### config.mk
export PLATFORM = sky130hd
export DESIGN_NAME = lpc_long_pause
export DESIGN_NICKNAME = d
export VERILOG_FILES = /design/src/inc/lpc_pkg.sv /design/src/rtl/lpc_long_pause.sv
export SDC_FILE = /design/constraint.sdc
export NUM_CORES = 1
export LEC_CHECK = 0
export BUFFER_PORTS_ARGS = -buffer_cell sky130_fd_sc_hd__buf_2
export CORE_AREA = 4 4 45 55
export CTS_CLUSTER_SIZE = 14
export DETAILED_ROUTE_END_ITERATION = 7
export DIE_AREA = 0 0 49 59
export GPL_TIMING_DRIVEN = 0
export PLACE_DENSITY = 0.85
export RECOVER_POWER = 50
export SYNTH_ARGS = -nofsm -noshare
export SYNTH_HDL_FRONTEND = slang
export SYNTH_SLANG_ARGS = --single-unit
### constraint.sdc
create_clock -name sys_clk_i -period 1.24 [get_ports sys_clk_i]
set_clock_uncertainty 0.05 [all_clocks]
set_input_delay 0.062 -clock sys_clk_i [delete_from_list [all_inputs] [get_ports sys_clk_i]]
set_output_delay 0.062 -clock sys_clk_i [all_outputs]
set_load 0.01 [all_outputs]
### src/inc/lpc_pkg.sv
// constants for the long pause command handler
// Operation
// RULE_01: accepted command enters pause until watchdog expiry
// RULE_02: watchdog expiry in pause enters sleep
// RULE_03: paused device ignores all wire activity
// RULE_04: opcode 0x01, no data bytes
// RULE_05: host sends second parameter as zero
// RULE_06: zero selector pauses all, no response
// RULE_07: nonzero selector compares fuses 84-87 low nibble
// RULE_08: unselected device answers error byte 0x0F
// RULE_09: paused device never sends a response
// RULE_10: wire only pulled low, external pull-up
package lpc_pkg;
	localparam logic [7:0]  LPC_OPCODE     = 8'h01;
	localparam logic [7:0]  LPC_SEL_ALL    = 8'h00;
	localparam logic [7:0]  LPC_ERR_CODE   = 8'h0F;
	localparam logic [15:0] LPC_PARAM2_VAL = 16'h0000;
	localparam int          LPC_FUSE_LO    = 84;
	localparam int          LPC_FUSE_HI    = 87;
	typedef enum logic [1:0] {LPC_ACTIVE, LPC_PAUSE, LPC_SLEEP} lpc_state_t;
endpackage : lpc_pkg

### src/rtl/lpc_long_pause.sv
// long pause command handler with wire gating and error response
`timescale 1ns/10ps
module lpc_long_pause (
	input  wire logic                  sys_clk_i,
	input  wire logic                  reset_n_i,
	input  wire logic                  clk_en_i,
	input  wire logic                  cmd_valid_i,
	input  wire logic [7:0]            cmd_opcode_i,
	input  wire logic [7:0]            cmd_selector_i,
	input  wire logic [15:0]           cmd_param2_i,
	input  wire logic [3:0]            fuse_sel_i,
	input  wire logic                  wdt_expire_i,
	input  wire logic                  wake_i,
	input  wire logic                  sda_i,
	input  wire logic                  rsp_ready_i,
	output logic                       sda_o,
	output logic                       sda_oe_o,
	output logic                       sda_gated_o,
	output logic                       rsp_valid_o,
	output logic [7:0]                 rsp_data_o,
	output logic                       paused_o,
	output logic                       sleep_o,
	output lpc_pkg::lpc_state_t        state_o
);
	import lpc_pkg::*;

	logic       rst_meta_n;
	logic       rst_n;
	logic       sda_meta;
	logic       sda_sync;
	lpc_state_t state;
	lpc_state_t next_state;
	logic       next_rsp_valid;
	logic [7:0] next_rsp_data;
	logic [2:0] tx_idx;
	logic [2:0] next_tx_idx;

	always_ff @(posedge sys_clk_i or negedge reset_n_i) begin
		if (!reset_n_i) begin
			rst_meta_n <= 1'b0;
			rst_n      <= 1'b0;
		end else begin
			rst_meta_n <= 1'b1;
			rst_n      <= rst_meta_n;
		end
	end

	always_ff @(posedge sys_clk_i or negedge rst_n) begin
		if (!rst_n) begin
			sda_meta <= 1'b1;
			sda_sync <= 1'b1;
		end else if (clk_en_i) begin
			sda_meta <= sda_i;
			sda_sync <= sda_meta;
		end
	end

	wire is_cmd    = cmd_valid_i && (state == LPC_ACTIVE);
	// RULE_04 opcode match
	wire is_pause  = is_cmd && (cmd_opcode_i == LPC_OPCODE);
	// RULE_06 broadcast selector
	wire sel_all   = (cmd_selector_i == LPC_SEL_ALL);
	// RULE_07 fuse nibble compare
	wire sel_match = (cmd_selector_i[3:0] == fuse_sel_i);
	wire go_pause  = is_pause && (sel_all || sel_match);
	// RULE_08 unselected error reply
	wire go_error  = is_pause && !sel_all && !sel_match;

	// RULE_08 error byte sent lsb first
	wire tx_bit = rsp_data_o[tx_idx];
	assign next_tx_idx = (go_error || !rsp_valid_o) ? 3'h0 : tx_idx + 3'h1;

	always_comb begin
		next_state     = state;
		next_rsp_valid = rsp_valid_o && !rsp_ready_i;
		next_rsp_data  = rsp_data_o;
		case (state)
			LPC_ACTIVE: begin
				// RULE_01 enter pause
				if (go_pause) begin
					next_state     = LPC_PAUSE;
					next_rsp_valid = 1'b0;
				end else if (go_error) begin
					next_rsp_valid = 1'b1;
					next_rsp_data  = LPC_ERR_CODE;
				end
			end
			LPC_PAUSE: begin
				// RULE_02 watchdog to sleep
				next_rsp_valid = 1'b0;
				if (wdt_expire_i)
					next_state = LPC_SLEEP;
			end
			LPC_SLEEP: begin
				next_rsp_valid = 1'b0;
				if (wake_i)
					next_state = LPC_ACTIVE;
			end
			default: begin
				next_state = LPC_ACTIVE;
			end
		endcase
	end

	always_ff @(posedge sys_clk_i or negedge rst_n) begin
		if (!rst_n) begin
			state       <= LPC_ACTIVE;
			rsp_valid_o <= 1'b0;
			rsp_data_o  <= 8'h00;
			tx_idx      <= 3'h0;
		end else if (clk_en_i) begin
			state       <= next_state;
			rsp_valid_o <= next_rsp_valid;
			rsp_data_o  <= next_rsp_data;
			tx_idx      <= next_tx_idx;
		end
	end

	// RULE_03 wire ignored while paused
	assign sda_gated_o = (state == LPC_PAUSE) ? 1'b1 : sda_sync;
	// RULE_10 pull low only
	assign sda_o       = 1'b0;
	// RULE_09 no drive while paused
	assign sda_oe_o    = rsp_valid_o && (state == LPC_ACTIVE) && !tx_bit;
	assign paused_o    = (state == LPC_PAUSE);
	assign sleep_o     = (state == LPC_SLEEP);
	assign state_o     = state;
endmodule // lpc_long_pause

==> impl_metrics.json <==
{
  "grt_pass1_wl_um": 2950,
  "yosysWarnings": 0,
  "r2r_setup_slack_ns": -0.19,
  "fin_ws_ns": -0.189,
  "wirelength_um": 1840,
  "synth-main-ff-cell": "dfrtp_1",
  "vias": 700,
  "crit_end": "tx_idx[1]",
  "dp_slack_ns": -0.264,
  "cts_tree": "yes",
  "place.gp.congestion": 0.835,
  "drc_errors": 0,
  "numPortBuffers": 38,
  "clk_latency_ns": 0.27,
  "m1WireLength_um": 719,
  "die-width_um": 49,
  "slew_headroom": 0.501,
  "clock_sinks": 11,
  "syn-cell-area_um2": 702,
  "dr_wl_met3_um": 193,
  "finalCritPeriodShare": 1.15,
  "multi_input_area_um2": 379,
  "maxUsedRoutingLayer": "met3",
  "status": "complete, but fails checks",
  "seq_area_um2": 280,
  "power_density_nw_per_um2": 833,
  "hold_violations": 0,
  "end_kind": "register",
  "power_mw": 0.895,
  "first_global_vias": 712,
  "io_pins": 60,
  "area_growth_pct": 53.1,
  "drive_gt1_frac": 0.569,
  "drt_iter0_drc": 13,
  "layout_common_cells": "buf_2, buf_4, dfrtp_1",
  "required_ns": 1.33,
  "drv_cap": 0,
  "worstPathMaxFanout": 4,
  "layout_commonest_cell": "buf_2",
  "synth_cells": 68,
  "viasPerCell": 4.90,
  "start_util": 0.354,
  "ys_async_sr_fraction": 1.00,
  "hold_class": "primary input to async pin",
  "grt_start_max_net_pins": 11,
  "antennaDiodeCount": 0,
  "leakage_nw": 0.544,
  "cp.arrival_ns": 1.51,
  "slew_viol_final": 0,
  "synth_seq_cells": 11,
  "worst_r2r_path_depth": 4,
  "antenna_left": 0,
  "rsz0062_at_grt": "yes",
  "violations": "setup timing",
  "reg2reg_to": "tx_idx[1]",
  "cts_root_buf": "clkbuf_4",
  "nNetsFinal": 169,
  "setup_violations": 8,
  "die_area_um2": 2890,
  "cts_htree_levels": 1,
  "clk_pin_slew_ns": 0.07,
  "drtPass1Iterations": 4,
  "nFillCells": 163,
  "grt_usage": 0.127,
  "yosysUniqueCellTypes": 32,
  "worst_setup_path_start_kind": "register",
  "core_area_um2": 1980,
  "antenna_found_initial": 0,
  "dp_hpwl_um": 1350,
  "cts_buffer_depth": 2,
  "cts_buffers": 3,
  "period_needed_ns": 1.43,
  "vdd_drop_max_v": 0.000682,
  "ys_seq_area_frac": 0.396,
  "row_count": 18,
  "crit_type": "register to register",
  "crit_path_start": "state_o[0]",
  "tightest_slew_ns": 0.742,
  "synth_edf_count": 0,
  "die-height_um": 59,
  "wire_per_inst_um": 12.8,
  "avgSynthCellArea_um2": 10.3,
  "wl_met2_um": 923,
  "fmax_mhz": 700,
  "placed_cells": 130,
  "reg2reg_from": "state_o[0]",
  "final_cells": 143,
  "tns_ns": -1.04,
  "overflow": 0
}
## logic make-up after synthesis
kind of cell | synth area share
DFF | 0.396
xor gates and xnor gates | 0.0499
AOI/OAI and AO/OA | 0.162
and+or+nand+nor | 0.225
muxes | 0.0321
buffers and inverters | 0.107
adders and majority gates | 0.0178
other | 0.0107
## stage by stage
step                 util  hold WS [ns]  instance area, um2
floorplan               -        -0.284                 719
global placement    0.472        -0.203                 935
detailed placement  0.472        -0.200                 935
CTS                 0.535        0.0317                1060
global route        0.542        0.0632                1070
finish              0.542        0.0499                1070
## area by class of cell
| class | count | share of cell area |
|---|---|---|
| Timing Repair Buffer | 47 | 0.268 |
| Clock inverter | 1 | 0.00466 |
| Multi-Input combinational cell | 49 | 0.353 |
| Tap cell | 20 | 0.0233 |
| Sequential cell | 11 | 0.261 |
| Buffer | 9 | 0.0594 |
| Inverter | 3 | 0.0105 |
| Clock buffer | 3 | 0.0210 |
## metal layers
metal,vias up,global-route usage
li1,341,-
met1,323,0.133
met2,36,0.229
met3,0,0.0630
met4,0,0.0231
met5,-,0
## report_power, final
part	switching [mW]	internal, mW
clock network	0.123	0.119
logic	0.104	0.131
registers	0.0262	0.391
total	0.254	0.642
## how the worst min path moves through the flow
stage                   start    endpoint  slack (ns)  cells after the start
floorplan           reset_n_i  rst_meta_n       -0.28                      0
global placement    reset_n_i  rst_meta_n       -0.20                      1
detailed placement  reset_n_i       rst_n       -0.20                      1
CTS                 reset_n_i  rst_meta_n        0.03                      2
global route        reset_n_i       rst_n        0.06                      2
finish              reset_n_i       rst_n        0.05                      2
## repair_timing
action | 4_1_cts | 5_1_grt
endpoints found under the hold margin | 4 | 0
hold buffers | 3 | 0
resized for setup | 7 | 3
setup buffers | 5 | 1
pin swaps | 3 | 0
endpoints found under the setup margin | 8 | 10
## critical path, stage by stage (launching register included)
cell	delay (ns)
dfrtp_2	0.44
nor4b_4	0.30
nand3_2	0.15
a211oi_4	0.24
o22ai_1	0.11
## Yosys cell counts (2+ instances only)
| cell type | number | area share |
|---|---|---|
| o21ai_0 | 5 | 0.036 |
| nand3b_1 | 2 | 0.021 |
| nor4_1 | 2 | 0.018 |
| buf_4 | 8 | 0.086 |
| nand2_1 | 3 | 0.016 |
| dfrtp_1 | 9 | 0.32 |
| a21oi_1 | 2 | 0.014 |
| xor2_1 | 4 | 0.050 |
| o22ai_1 | 3 | 0.027 |
| conb_1 | 2 | 0.011 |
| mux2_2 | 2 | 0.032 |
| inv_1 | 3 | 0.016 |
| nand3_1 | 2 | 0.014 |
| nor2_1 | 2 | 0.011 |
| dfstp_2 | 2 | 0.075 |
## state kept, by name, summed over array words and instances (netlist names)
| signal | count |
|---|---|
| rst_n | 1 |
| rst_meta_n | 1 |
| tx_idx | 3 |
| sda_meta | 1 |
| rsp_data_o | 1 |
| state_o | 2 |
| rsp_valid_o | 1 |
| sda_sync | 1 |
No activity file was read; power rests on OpenSTA's default activity.
